**src/shared/rcs_pkg.sv**
```systemverilog
/*
  Constants, register map and state types of the clock control and status block.
  Assumes a 10 MHz mclk and a 32.768 kHz time base strobe from the oscillator.
*/
// Functional notes
// all four control/status registers reachable by the host at any time, even mid-update.
// update pending bit is read-only; one while an update runs or is imminent.
// after pending reads zero, no update starts for at least 244 us.
// writing inhibit one blocks updates and then clears the pending bit.
// divider select 000/010 normal, 001/11x hold reset, 011/10x test.
// leaving divider reset for normal gives the first update half a second later.
// rate select picks one of fifteen divider taps or none for the periodic flag; the code has thirteen distinct taps, codes 1 and 2 repeat codes 8 and 9.
// periodic flag is set at the rate regardless of its enable.
// inhibit zero lets counters advance each second; inhibit one aborts an update.
// inhibit bit is read/write, untouched by standby reset and internal logic.
// periodic enable read/write, cleared by standby reset.
// alarm enable read/write, cleared by standby reset.
// alarm flag set each second time bytes match alarm bytes; top bits 11 match anything.
// update-done enable read/write, cleared by standby reset and when inhibit rises.
// format bit one selects binary, zero BCD; survives standby reset.
// hour format bit one selects 24 hour; unaffected by reset; the code keeps it on standby reset but clears it on rst.
// daylight saving bit 0 and bit 3 of second register read zero.
// request flag is OR of flag-and-enable pairs; request output low when set.
// reading the flag register or standby reset clears all its flags.
// update-done flag is set at the end of every update cycle.
// low four bits of flag register read zero, writes ignored.
// valid bit cleared on total power loss; set only by reading register four with power good.
// bit 6 of the fourth register reads zero, writes ignored.
// periodic flag set on rising edge of selected tap, once per period.
package rcs_pkg;
  localparam logic [11:0] ADDR_CTRL_A   = 12'h000;
  localparam logic [11:0] ADDR_CTRL_B   = 12'h004;
  localparam logic [11:0] ADDR_FLAGS    = 12'h008;
  localparam logic [11:0] ADDR_VALID    = 12'h00C;
  localparam logic [11:0] ADDR_ALARM_S  = 12'h010;
  localparam logic [11:0] ADDR_ALARM_M  = 12'h014;
  localparam logic [11:0] ADDR_ALARM_H  = 12'h018;
  localparam logic [11:0] ADDR_TIME_S   = 12'h01C;
  localparam logic [11:0] ADDR_TIME_M   = 12'h020;
  localparam logic [11:0] ADDR_TIME_H   = 12'h024;
  localparam logic [11:0] ADDR_STATUS   = 12'h028;
  localparam int          DIV_STAGES    = 22;
  localparam int          HALF_SEC_BIT  = 14;
  // pending window measured in base ticks: 244 us is 8 ticks of 30.52 us
  localparam int          PEND_US       = 244;
  localparam int          BASE_HZ       = 32768;
  localparam int          PEND_TICKS    = (PEND_US * BASE_HZ + 999_999) / 1_000_000;
  localparam int          UPD_US        = 1948;
  localparam int          UPD_TICKS     = (UPD_US * BASE_HZ + 999_999) / 1_000_000;
  localparam logic [7:0]  CTRL_A_RST    = 8'h00;
  localparam logic [7:0]  CTRL_B_RST    = 8'h00;
  localparam logic [7:0]  DONT_CARE_TOP = 8'hC0;

  typedef enum logic [1:0] {
    RCS_IDLE,
    RCS_PEND,
    RCS_UPD
  } rcs_phase_e;

  typedef struct packed {
    logic [2:0] divider_select;
    logic [3:0] periodic_rate_select;
  } rcs_ctrl_a_s;

  typedef struct packed {
    logic inhibit;
    logic periodic_irq_enable;
    logic alarm_irq_enable;
    logic update_done_irq_enable;
    logic binary_format_select;
    logic hour24_select;
  } rcs_ctrl_b_s;

  typedef struct packed {
    logic periodic_flag;
    logic alarm_flag;
    logic update_done_flag;
  } rcs_flags_s;

  typedef struct packed {
    rcs_ctrl_a_s       a;
    rcs_ctrl_b_s       b;
    rcs_flags_s        f;
    logic              valid_ram_time;
    logic [5:0]        day_alarm;
    logic [7:0]        alarm_s;
    logic [7:0]        alarm_m;
    logic [7:0]        alarm_h;
    logic [DIV_STAGES-1:0] div;
    logic              tap_q;
    rcs_phase_e        phase;
    logic [6:0]        ticks;
    logic              was_reset;
    logic              sec_pulse;
    logic [31:0]       prdata;
  } rcs_state_s;
endpackage

```
**src/hw/rcs_ctrl_status.sv**
```systemverilog
/*
  Control and status registers of the real-time clock over an APB slave.
  Assumes base_tick pulses once per 32.768 kHz period, time bytes come from
  the counters outside, and standby_power_on_reset/battery_lost are synchronous.
*/
`timescale 1ns/1ns
module rcs_ctrl_status (
  input  wire logic        mclk,
  input  wire logic        rst,
  input  wire logic        standby_power_on_reset,
  input  wire logic        battery_lost,
  input  wire logic        power_good,
  input  wire logic        base_tick,
  input  wire logic [7:0]  time_s,
  input  wire logic [7:0]  time_m,
  input  wire logic [7:0]  time_h,
  input  wire logic        psel,
  input  wire logic        penable,
  input  wire logic        pwrite,
  input  wire logic [11:0] paddr,
  input  wire logic [31:0] pwdata,
  output logic      [31:0] prdata,
  output logic             pready,
  output logic             pslverr,
  output logic             irq_request_n,
  output logic             update_pending_flag,
  output logic             advance_second,
  output logic             binary_format_select,
  output logic             hour24_select
);
  rcs_pkg::rcs_state_s s_q, s_d;
  logic                wr, rd, tap, irq_request_flag;
  logic [7:0]          a_rd, b_rd, c_rd, d_rd;

  function automatic logic alarm_hit(input logic [7:0] al, input logic [7:0] tm);
    alarm_hit = ((al & rcs_pkg::DONT_CARE_TOP) == rcs_pkg::DONT_CARE_TOP) || (al == tm);
  endfunction

  function automatic logic div_held(input logic [2:0] sel);
    div_held = (sel == 3'b001) || (sel[2:1] == 2'b11);
  endfunction

  function automatic logic div_normal(input logic [2:0] sel);
    div_normal = (sel == 3'b000) || (sel == 3'b010);
  endfunction

  // tap k of the chain toggles every 2^k base ticks; rate codes map to taps
  function automatic logic rate_tap(input logic [3:0] rs, input logic [21:0] d);
    case (rs)
      4'h0:    rate_tap = 1'b0;
      4'h1:    rate_tap = d[6];
      4'h2:    rate_tap = d[7];
      default: rate_tap = d[rs - 4'h2];
    endcase
  endfunction

  assign wr     = psel && penable && pwrite;
  assign rd     = psel && penable && !pwrite;
  assign pready = 1'b1;
  assign tap    = rate_tap(s_q.a.periodic_rate_select, s_q.div);
  assign irq_request_flag = (s_q.f.periodic_flag && s_q.b.periodic_irq_enable)
                         || (s_q.f.alarm_flag && s_q.b.alarm_irq_enable)
                         || (s_q.f.update_done_flag && s_q.b.update_done_irq_enable);

  assign a_rd = {s_q.phase != rcs_pkg::RCS_IDLE, s_q.a.divider_select,
                 s_q.a.periodic_rate_select};
  assign b_rd = {s_q.b.inhibit, s_q.b.periodic_irq_enable, s_q.b.alarm_irq_enable,
                 s_q.b.update_done_irq_enable, 1'b0, s_q.b.binary_format_select,
                 s_q.b.hour24_select, 1'b0};
  assign c_rd = {irq_request_flag, s_q.f.periodic_flag, s_q.f.alarm_flag,
                 s_q.f.update_done_flag, 4'h0};
  assign d_rd = {s_q.valid_ram_time, 1'b0, s_q.day_alarm};

  always_comb begin
    s_d           = s_q;
    s_d.sec_pulse = 1'b0;
    pslverr       = 1'b0;
    // the unmapped answer is an error; every mapped address answers in one access cycle
    if (psel && penable) begin
      case (paddr)
        rcs_pkg::ADDR_CTRL_A, rcs_pkg::ADDR_CTRL_B, rcs_pkg::ADDR_FLAGS,
        rcs_pkg::ADDR_VALID, rcs_pkg::ADDR_ALARM_S, rcs_pkg::ADDR_ALARM_M,
        rcs_pkg::ADDR_ALARM_H, rcs_pkg::ADDR_TIME_S, rcs_pkg::ADDR_TIME_M,
        rcs_pkg::ADDR_TIME_H, rcs_pkg::ADDR_STATUS: pslverr = 1'b0;
        default: pslverr = 1'b1;
      endcase
    end

    // divider chain: held in reset, else counts base ticks
    if (div_held(s_q.a.divider_select)) begin
      s_d.div       = '0;
      s_d.was_reset = 1'b1;
    end else if (base_tick) begin
      s_d.div = s_q.div + 22'd1;
      if (div_normal(s_q.a.divider_select)) begin
        s_d.was_reset = 1'b0;
      end
    end
    s_d.tap_q = tap;

    // second boundary: half a second after leaving reset, then every second
    if (base_tick && div_normal(s_q.a.divider_select) && !s_q.b.inhibit) begin
      // the low 15 bits wrap every 2^15 ticks, one second; after a divider
      // reset they first reach this pattern half a second later
      if ((s_q.was_reset && s_q.div[rcs_pkg::HALF_SEC_BIT:0] == 15'h3FFF) ||
          (s_q.div[rcs_pkg::HALF_SEC_BIT:0] == 15'h3FFF
           && s_q.phase == rcs_pkg::RCS_IDLE)) begin
        s_d.phase = rcs_pkg::RCS_PEND;
        s_d.ticks = '0;
      end
    end

    // update sequencing: pending window, then update, then done
    case (s_q.phase)
      rcs_pkg::RCS_IDLE: begin
      end
      rcs_pkg::RCS_PEND: begin
        if (base_tick) begin
          s_d.ticks = s_q.ticks + 7'd1;
          if (s_q.ticks == 7'(rcs_pkg::PEND_TICKS - 1)) begin
            s_d.phase     = rcs_pkg::RCS_UPD;
            s_d.ticks     = '0;
            s_d.sec_pulse = 1'b1;
          end
        end
      end
      rcs_pkg::RCS_UPD: begin
        if (base_tick) begin
          s_d.ticks = s_q.ticks + 7'd1;
          if (s_q.ticks == 7'(rcs_pkg::UPD_TICKS - 1)) begin
            s_d.phase = rcs_pkg::RCS_IDLE;
          end
        end
      end
      default: s_d.phase = rcs_pkg::RCS_IDLE;
    endcase
    if (s_q.b.inhibit) begin
      s_d.phase     = rcs_pkg::RCS_IDLE;
      s_d.sec_pulse = 1'b0;
    end

    // flag register clears on read; a same-cycle event still sets afterwards
    if (rd && paddr == rcs_pkg::ADDR_FLAGS) begin
      s_d.f = '0;
    end
    if (tap && !s_q.tap_q) begin
      s_d.f.periodic_flag = 1'b1;
    end
    if (s_q.sec_pulse && alarm_hit(s_q.alarm_s, time_s) && alarm_hit(s_q.alarm_m, time_m)
        && alarm_hit(s_q.alarm_h, time_h)) begin
      s_d.f.alarm_flag = 1'b1;
    end
    if (s_q.phase == rcs_pkg::RCS_UPD && s_d.phase == rcs_pkg::RCS_IDLE && !s_q.b.inhibit) begin
      s_d.f.update_done_flag = 1'b1;
    end

    // host writes go through at all times
    if (wr) begin
      case (paddr)
        rcs_pkg::ADDR_CTRL_A: begin
          s_d.a.divider_select       = pwdata[6:4];
          s_d.a.periodic_rate_select = pwdata[3:0];
        end
        rcs_pkg::ADDR_CTRL_B: begin
          s_d.b.inhibit                = pwdata[7];
          s_d.b.periodic_irq_enable    = pwdata[6];
          s_d.b.alarm_irq_enable       = pwdata[5];
          s_d.b.update_done_irq_enable = pwdata[4] && !(pwdata[7] && !s_q.b.inhibit);
          s_d.b.binary_format_select   = pwdata[2];
          s_d.b.hour24_select          = pwdata[1];
        end
        rcs_pkg::ADDR_VALID:   s_d.day_alarm = pwdata[5:0];
        rcs_pkg::ADDR_ALARM_S: s_d.alarm_s   = pwdata[7:0];
        rcs_pkg::ADDR_ALARM_M: s_d.alarm_m   = pwdata[7:0];
        rcs_pkg::ADDR_ALARM_H: s_d.alarm_h   = pwdata[7:0];
        default: begin
        end
      endcase
    end

    if (rd && paddr == rcs_pkg::ADDR_VALID && power_good) begin
      s_d.valid_ram_time = 1'b1;
    end
    if (battery_lost) begin
      s_d.valid_ram_time = 1'b0;
    end

    // standby reset leaves inhibit, format, divider and rate alone
    if (standby_power_on_reset) begin
      s_d.b.periodic_irq_enable    = 1'b0;
      s_d.b.alarm_irq_enable       = 1'b0;
      s_d.b.update_done_irq_enable = 1'b0;
      s_d.f                        = '0;
    end

    if (rd) begin
      case (paddr)
        rcs_pkg::ADDR_CTRL_A:  s_d.prdata = {24'h00_0000, a_rd};
        rcs_pkg::ADDR_CTRL_B:  s_d.prdata = {24'h00_0000, b_rd};
        rcs_pkg::ADDR_FLAGS:   s_d.prdata = {24'h00_0000, c_rd};
        rcs_pkg::ADDR_VALID:   s_d.prdata = {24'h00_0000, d_rd};
        rcs_pkg::ADDR_ALARM_S: s_d.prdata = {24'h00_0000, s_q.alarm_s};
        rcs_pkg::ADDR_ALARM_M: s_d.prdata = {24'h00_0000, s_q.alarm_m};
        rcs_pkg::ADDR_ALARM_H: s_d.prdata = {24'h00_0000, s_q.alarm_h};
        rcs_pkg::ADDR_TIME_S:  s_d.prdata = {24'h00_0000, time_s};
        rcs_pkg::ADDR_TIME_M:  s_d.prdata = {24'h00_0000, time_m};
        rcs_pkg::ADDR_TIME_H:  s_d.prdata = {24'h00_0000, time_h};
        rcs_pkg::ADDR_STATUS:  s_d.prdata = {30'h0000_0000, irq_request_flag,
                                             s_q.phase != rcs_pkg::RCS_IDLE};
        default:               s_d.prdata = 32'h0000_0000;
      endcase
    end
  end

  always_ff @(posedge mclk or posedge rst) begin
    if (rst) begin
      s_q   <= '0;
      s_q.a <= rcs_pkg::rcs_ctrl_a_s'(rcs_pkg::CTRL_A_RST[6:0]);
    end else begin
      s_q <= s_d;
    end
  end

  // read data passes through combinationally in the access cycle, then the registered copy holds it
  always_comb begin
    prdata = (psel && penable && !pwrite) ? s_d.prdata : s_q.prdata;
  end
  assign irq_request_n        = !irq_request_flag;
  assign update_pending_flag  = s_q.phase != rcs_pkg::RCS_IDLE;
  assign advance_second       = s_q.sec_pulse;
  assign binary_format_select = s_q.b.binary_format_select;
  assign hour24_select        = s_q.b.hour24_select;
endmodule

```
**config.mk**
```make
export PLATFORM = sky130hd
export DESIGN_NAME = rcs_ctrl_status
export DESIGN_NICKNAME = d
export VERILOG_FILES = /design/src/shared/rcs_pkg.sv /design/src/hw/rcs_ctrl_status.sv
export SDC_FILE = /design/constraint.sdc
export NUM_CORES = 1
export LEC_CHECK = 0
export BUFFER_PORTS_ARGS = -buffer_cell sky130_fd_sc_hd__buf_2
export CORE_MARGIN = 8
export CORE_UTILIZATION = 25
export DETAILED_ROUTE_END_ITERATION = 12
export PLACE_DENSITY = 0.45
export SYNTH_ARGS = -nofsm -noshare
export SYNTH_HDL_FRONTEND = slang
export SYNTH_SLANG_ARGS = --single-unit
```
**constraint.sdc**
```tcl
create_clock -name mclk -period 4 [get_ports mclk]
set_input_delay 0 -clock mclk [delete_from_list [all_inputs] [get_ports mclk]]
set_output_delay 0 -clock mclk [all_outputs]
set_load 0.005 [all_outputs]
```
==> impl_results.md, run 1 <==
* Status: completed
* Initial antenna violation count at 0
* Critical path class: reg -> out
* Vias per cell at 4.73
* TritonCTS Buffers at 9
* Clk root buf: clkbuf_16
* CP max FO at 3
* Hold wc startpoint: base_tick
* Total Power at 2520 µW
* Die width at 170 µm
* Routability Congestion at 0.833
* Top sig layer: met4
* RSZ-0062 raised after global routing: false
* Max-cap violations at 0
* WL final at 17.3 mm
* IO Port Bufs at 90
* Antenna Cells at 0
* Setup Skew at 0.0125 ns
* Ordered list of cells on the worst path: a222oi_1, o21ai_0, a221oi_1, a32oi_1, buf_2
* Worst-Skew Late Latency at 0.36 ns
* Largest net degree at the start of global routing at 77
* Die H at 170 µm
* Pwr Density at 359 nW/µm²
* Grt total ovfl at 0
* Post-DP HPWL at 12.7 mm
* Synthesized area at 5960 µm²
* First-pass GRT wire length at 27.3 mm
* Synthesized net count at 637
* Worst path max stage delay at 0.77 ns
* Depth of the CTS H-tree at 3
* Fillers at 2421
* Flops & latches, synth at 107
* Sum Neg Setup Slack at 0 ns
* RR Startpoint: s_q[44]$_DFFE_PP0P_
* Synth warn at 0
* Hold Crit Class: in -> reg
* Crit path DAT at 2.54 ns
* Min Clock Period, post-route at 2.54 ns
* Avg Cell Area, Syn at 10.8 µm²
* Share of layout cells above drive strength 1 at 29.0%
* Ys flop type: dfrtp_1
* Post-synth EDFFs at 0
* Ratio of final minimum period to clock period at 63.5%
* Post-synth ARST share at 100%
* Leak at 0.00317 µW
* CTS tree: yes
* Wire per inst at 18.3 µm
* Worst vdd ir at 161 µV
* Initial core utilization at 25.4%
* Slowest CP cell: a222oi_1
* Hold Violations, Final at 0
* F_max at 394 MHz
* DRC Markers at 0
* Std-Cell Rows at 56
* Endpoints failing setup at 0
* CP endpoint kind: output port
* Sink Count at 107
* Slew @ Worst Pin at 1.09 ns
* Post-synthesis cell count at 552
* Core ar. at 23500 µm²
* Layout area overhead at 17.6%
* CP Launch Type: flop
* Detail Route Antenna Nets at 0
* Crit path required time at 4.00 ns
* Cell variety after synth at 64
* Final nets at 705
* Routed length on met2 at 7.85 mm
* Routed vias at 4464
* Deepest clock path buffer count at 2
* Die area at 29100 µm²
* Total I/O pin count at 116
* Drt pass-1 iters at 5
* FF-to-FF setup slack at 1.79 ns
* Vias in the first global route at 4594
* Slew HR at 26.5%
* Worst-path clk slew at 0.07 ns
* Total Routing Usage GR at 12.1%
* M1 WL at 7.98 mm
* Wire length on met3 at 1.13 mm
* Worst setup path startpoint: b_rd[4]$_DFFE_PP0P_
* Iter 0 DRT Violations at 331
* Register area share after synthesis at 44.9%
* Max-slew violation count at 0
## synthesized netlist by cell type, types with 3 or more instances
| library cell | instances | area (µm²) |
|---|---|---|
| inv_1 | 15 | 56.3 |
| nand2b_1 | 5 | 31.3 |
| mux2_2 | 41 | 462 |
| a21o_1 | 4 | 30.0 |
| a22o_1 | 5 | 43.8 |
| a21oi_1 | 14 | 70.1 |
| a22oi_1 | 12 | 90.1 |
| a32oi_1 | 4 | 35.0 |
| ha_1 | 8 | 100 |
| clkbuf_1 | 12 | 45.0 |
| nor3_1 | 7 | 35.0 |
| and2_1 | 26 | 163 |
| nor2_1 | 40 | 150 |
| or3_1 | 4 | 25.0 |
| mux2i_1 | 9 | 90.1 |
| xor2_1 | 9 | 78.8 |
| mux4_2 | 9 | 203 |
| nor4_1 | 6 | 37.5 |
| and3b_1 | 3 | 26.3 |
| xnor2_1 | 32 | 280 |
| nor4_4 | 4 | 85.1 |
| buf_4 | 34 | 255 |
| dfrtp_1 | 107 | 2680 |
| and3_1 | 3 | 18.8 |
| a211oi_1 | 3 | 22.5 |
| o32ai_1 | 3 | 26.3 |
| nand4_1 | 13 | 81.3 |
| o211ai_1 | 3 | 22.5 |
| nand3_1 | 13 | 65.1 |
| o21ai_0 | 21 | 105 |
| buf_2 | 4 | 20.0 |
| or2_2 | 3 | 18.8 |
| nand2_1 | 35 | 131 |
## state kept, by name (all words and copies together), names as in the netlist
register              count
s_q                      83
b_rd                      4
binary_format_select      1
c_rd                      3
advance_second            1
hour24_select             1
a_rd                      7
d_rd                      7
## final timing paths
kind	end	cells after the start
min in group asynchronous	s_q[22]$_DFF_PP0_	3
worst max-delay path	prdata[1]	5
worst min-delay path	s_q[44]$_DFFE_PP0P_	3
max in group asynchronous	s_q[80]$_DFFE_PP0P_	4
worst min register to register	s_q[13]$_DFF_PP0_	1
worst max register to register	c_rd[4]$_DFFE_PP0P_	6
## through the flow
| stage | worst slack (ns) | hold slack, ns | instance area (µm²) | util [%] | instances |
|---|---|---|---|---|---|
| after floorplan | 1.18 | 0.0631 | 5960 | - | 552 |
| after global placement | 1.79 | 0.164 | 6520 | 27.8 | 914 |
| after detailed placement | 1.76 | 0.176 | 6520 | 27.8 | 914 |
| after CTS | 1.51 | 0.0675 | 7010 | 29.9 | 944 |
| after global routing | 1.39 | 0.0894 | 7010 | 29.9 | 944 |
| final | 1.46 | 0.0787 | 7010 | 29.9 | 944 |
## where the power goes
part | internal (µW) | switching (µW)
sequential | 1130 | 51.6
clock | 631 | 420
combinational | 125 | 161
## critical path: cells and delay by family (launching register included)
family,cells,cell delay (ns)
AOI/OAI and AO/OA,4,1.60
buffers and inverters,1,0.17
DFF,1,0.42
## what timing repair did
item	in CTS	in global routing
gates resized for setup	0	0
hold buffers	14	0
buffers inserted	0	0
hold endpoints to repair	119	0
endpoints found under the setup margin	0	0
## cell usage in the layout (no fill, tap or decap), drive strengths merged, types with 3 or more instances in the layout
cell type / n
dfrtp: 107
buf: 94
mux2: 41
nor2: 40
nand2: 36
xnor2: 32
and2: 26
o21ai: 22
inv: 16
a21oi: 14
dlygate4sd3: 14
nand3: 14
nand4: 14
a22oi: 12
nor4: 12
clkbuf: 10
mux4: 9
xor2: 9
mux2i: 9
nor3: 9
ha: 8
nand2b: 5
a22o: 5
or3: 4
a21o: 4
a32oi: 4
o32ai: 3
a211oi: 3
or2: 3
and3b: 3
and3: 3
o211ai: 3
bufinv: 3
a2111oi: 3
nor4b: 3
## cells by family after synthesis
logic type,Yosys count,synth area share [%]
simple gates,177,17.2
other cells,1,0.0629
mux,59,12.6
xor+xnor,41,6.02
compound gates,93,11.0
buf+inv,66,6.50
fa+ha+maj,8,1.68
flops,107,44.9
## layout make-up
class	count	area, µm²	area share [%]
multi-input cells	379	2910	41.4
flip-flops and latches	107	2680	38.2
repair buffers	108	621	8.85
well taps	319	399	5.69
clock buffers	10	239	3.41
clock inverters	6	111	1.59
inverters	15	58.8	0.839
## routing by layer
layer  up-vias  GRT usage (%)
met2       147           18.8
met4         0           4.00
met3        18           2.25
met1      2207           16.6
li1       2092              -
met5         -              0
Note: power is estimated with default switching activity, not from simulation.
==> run 2, diff against run 1 <==
ABC_AREA = 1   (was unset)
PLACE_DENSITY = 0.47   (was 0.45)
clock period = 2.1 ns   (was 4 ns; I/O delays follow)
==> run 2 against run 1 <==
Against the previous run:
- critical path depth rose by 5
- register-to-register slack got worse by 1.4 ns
- global-route usage rose by 0.078 points
- hold slack got worse by 0.041 ns
- flip-flop and latch count did not move
- total power rose by 75%
- combinational power rose by 66%
- critical path type unchanged
- critical endpoint is now prdata[0]
==> impl_results.md, run 2 <==
* Worst-Skew Late Latency at 0.36 ns (about the same)
* Die width at 174 µm (+2.3%)
* Hold Violations, Final at 0 (unchanged)
* Worst-path clk slew at 0.07 ns (about the same)
* Iter 0 DRT Violations at 463 (+40%)
* Detail Route Antenna Nets at 0 (unchanged)
* Cells on Worst Hold Path at 4 (+1)
* Setup Skew at 0.00735 ns (-0.00515 ns)
* Grt total ovfl at 0 (unchanged)
* Ys flop type: dfrtp_1
* Clk root buf: clkbuf_16
* Die area at 30400 µm² (+4.7%)
* Hold Crit Class: in -> reg
* Total Routing Usage GR at 12.1% (+0.078 points)
* Die H at 174 µm (+2.3%)
* CP Launch Type: flop
* Crit path required time at 2.10 ns (-1.90 ns)
* CP endpoint kind: output port
* Fillers at 2704 (+12%)
* Ordered list of cells on the worst path: inv_1, ha_2, inv_1, nand2_1, nand2_1, nor2_1, nand3_1, nand2_1, nand2_1, buf_2
* Sum Neg Setup Slack at 0 ns (unchanged)
* Cell variety after synth at 41 (-36%)
* Flops & latches, synth at 107 (unchanged)
* Top cells by count, synth: nand2_1 (230), inv_1 (119), dfrtp_1 (107)
* Routed vias at 5306 (+19%)
* Final nets at 998 (+42%)
* Synth warn at 0 (unchanged)
* Min Clock Period, post-route at 1.89 ns
* Slowest CP cell: dfrtp_1
* Deepest clock path buffer count at 2 (unchanged)
* Total I/O pin count at 116 (unchanged)
* Wire per inst at 14.5 µm (-21%)
* Vias per cell at 4.25 (-10%)
* Worst path max stage delay at 0.43 ns (-0.34 ns)
* Synthesized net count at 929 (+46%)
* Final Cell Area at 7250 µm² (+3.4%)
* Share of layout cells above drive strength 1 at 18.4% (-11 points)
* Post-DP HPWL at 14.0 mm (+10%)
* Setup Buffers After CTS at 0 (unchanged)
* Status: completed
* Post-synth EDFFs at 0 (unchanged)
* Synth top area cells: dfrtp_1 (43%), nand2_1 (14%), inv_1 (7.1%)
* Commonest non-fill, non-tap cell in the layout: nand2_1
* CP delay by family, top: simple AND/OR/NAND/NOR gates
* Synthesized area at 6280 µm² (+5.2%)
* Clock network fraction of total power at 39.3% (-2.4 points)
* Routability Congestion at 0.857 (+3.0%)
* CP dominant cell by count: nand2_1
* P_sw at 1220 µW (+93%)
* Register area share after synthesis at 42.7% (-2.2 points)
* RR Endpoint: c_rd[4]$_DFFE_PP0P_
* Critical path class: reg -> out
* RSZ-0062 raised after global routing: false
* Antenna Cells at 0 (unchanged)
* Max-cap violations at 0 (unchanged)
* Initial antenna violation count at 0 (unchanged)
* Core ar. at 24900 µm² (+6.0%)
* Post-synth ARST share at 100% (unchanged)
* Drt pass-1 iters at 5 (unchanged)
* Hold wc startpoint: base_tick
* Biggest register: s_q
* Std-Cell Rows at 58 (+3.6%)
* Flop pwr share at 49.9% (+3.0 points)
* FF-to-FF setup slack at 0.38 ns (-1.41 ns)
* Pwr Density at 607 nW/µm² (+69%)
* WL final at 18.1 mm (+5.0%)
* Combinational group share of total power at 10.8% (-0.5 points)
* Cell with the most instances after synthesis: nand2_1
* Post-synthesis cell count at 844 (+53%)
* Share of the synthesized area in the top cell type at 42.7% (-2.2 points)
* Avg Cell Area, Syn at 7.44 µm² (-31%)
* DRC Markers at 0 (unchanged)
* Sw Ratio at 27.7% (+2.6 points)
* Depth of the CTS H-tree at 3 (unchanged)
* Max-slew violation count at 0 (unchanged)
* F_max at 529 MHz
* First-pass GRT wire length at 29.3 mm (+7.4%)
* Crit path DAT at 1.89 ns (-0.65 ns)
* Worst setup path startpoint: s_q[42]$_DFF_PP0_
* Most frequent cells in the layout: nand2_1 (230), inv_1 (118), dfrtp_1 (107)
* Ratio of final minimum period to clock period at 89.9%
* Slew HR at 55.8% (+29 points)
* Worst reg-to-reg path cell count at 13 (+7)
* RR Startpoint: s_q[45]$_DFFE_PP0P_
* Largest net degree at the start of global routing at 52 (-32%)
* Placed inst area at 6900 µm² (+5.8%)
* Layout area overhead at 15.5%
* Initial core utilization at 25.2% (-0.20 points)
* Vias in the first global route at 5351 (+16%)
* Slew @ Worst Pin at 0.661 ns (-0.433 ns)
* Crit path buf inv count at 3 (+2)
* Stages on worst setup path at 10 (+5)
* Largest register FFs at 83 (unchanged)
* Sink Count at 107 (unchanged)
* CTS tree: yes
* TritonCTS Buffers at 9 (unchanged)
* Leak at 0.00361 µW (+14%)
* IO Port Bufs at 90 (unchanged)
* Post-synth top area cell: dfrtp_1
* Worst vdd ir at 314 µV (+95%)
* Hold Path End: s_q[44]$_DFFE_PP0P_
* Pint at 3180 µW (+69%)
* Endpoints failing setup at 0 (unchanged)
* CP max FO at 5 (+2)
-- run 2: cell families after synthesis --
logic type                 share of synthesized area, %
and+or+nand+nor                                    30.3
adders and majority gates                          1.59
buffers and inverters                              12.9
DFF                                                42.7
other                                            0.0598
xor gates and xnor gates                           1.95
AOI/OAI and AO/OA                                  10.5
-- run 2: timing repair --
item	in CTS	in global routing
endpoints found under the hold margin	28	0
hold buffers	5	0
gates resized for setup	0	1
setup endpoints to repair	0	1
-- run 2: worst max-delay path by stage --
stage                               end  slack, ns
global route                  prdata[0]       0.04
finish                        prdata[0]       0.21
detailed placement  c_rd[4]$_DFFE_PP0P_       0.39
floorplan           c_rd[4]$_DFFE_PP0P_       0.60
global placement    c_rd[4]$_DFFE_PP0P_       0.39
CTS                           prdata[0]       0.15
-- run 2: layout make-up --
type | instances | area, µm² | share of cell area [%]
Inverter | 124 | 474 | 6.54
Clock buffer | 11 | 253 | 3.49
Multi-Input combinational cell | 567 | 2800 | 38.6
Tap cell | 330 | 413 | 5.70
Clock inverter | 5 | 41.3 | 0.570
Timing Repair Buffer | 104 | 593 | 8.18
Sequential cell | 107 | 2680 | 36.9
-- run 2: metrics by stage --
stage | worst slack (ns) | instances | power (µW) | hold slack, ns | utilization (%)
after floorplan | 0.597 | 844 | 2520 | 0.0631 | -
after global placement | 0.387 | 1227 | 2710 | 0.127 | 27.7
after detailed placement | 0.390 | 1227 | 2720 | 0.128 | 27.7
after CTS | 0.147 | 1248 | 4500 | 0.0233 | 29.1
after global routing | 0.0446 | 1248 | 4640 | 0.0557 | 29.1
final | 0.211 | 1248 | 4400 | 0.0382 | 29.1
-- run 2: worst register-to-register path: stages, from the launching register on --
cell,delay (ns)
dfrtp_1,0.38
ha_1,0.20
nand2_1,0.06
nor2_1,0.15
nand2_1,0.12
nor2_2,0.14
nand2_2,0.14
nand2_1,0.09
nand2_1,0.04
nand2_1,0.05
nand2_1,0.04
nand2_1,0.07
nand2_1,0.05
a21oi_1,0.11
-- run 2: power by group through the flow --
stage | Clock, µW | Sequential (µW) | Combinational (µW)
final | 1730 | 2200 | 474
after global routing | 1880 | 2210 | 550
after CTS | 1820 | 2190 | 487
after detailed placement | 0 | 2240 | 479
after global placement | 0 | 2230 | 477
after floorplan | 0 | 2220 | 303
-- run 2: per-layer routing --
layer	GRT usage (%)	vias to the layer above	share of wire, %
li1	-	2762	-
met1	16.6	2444	50
met2	18.8	86	44
met3	2.32	14	4.1
met4	4.17	0	1.3
met5	0	-	0
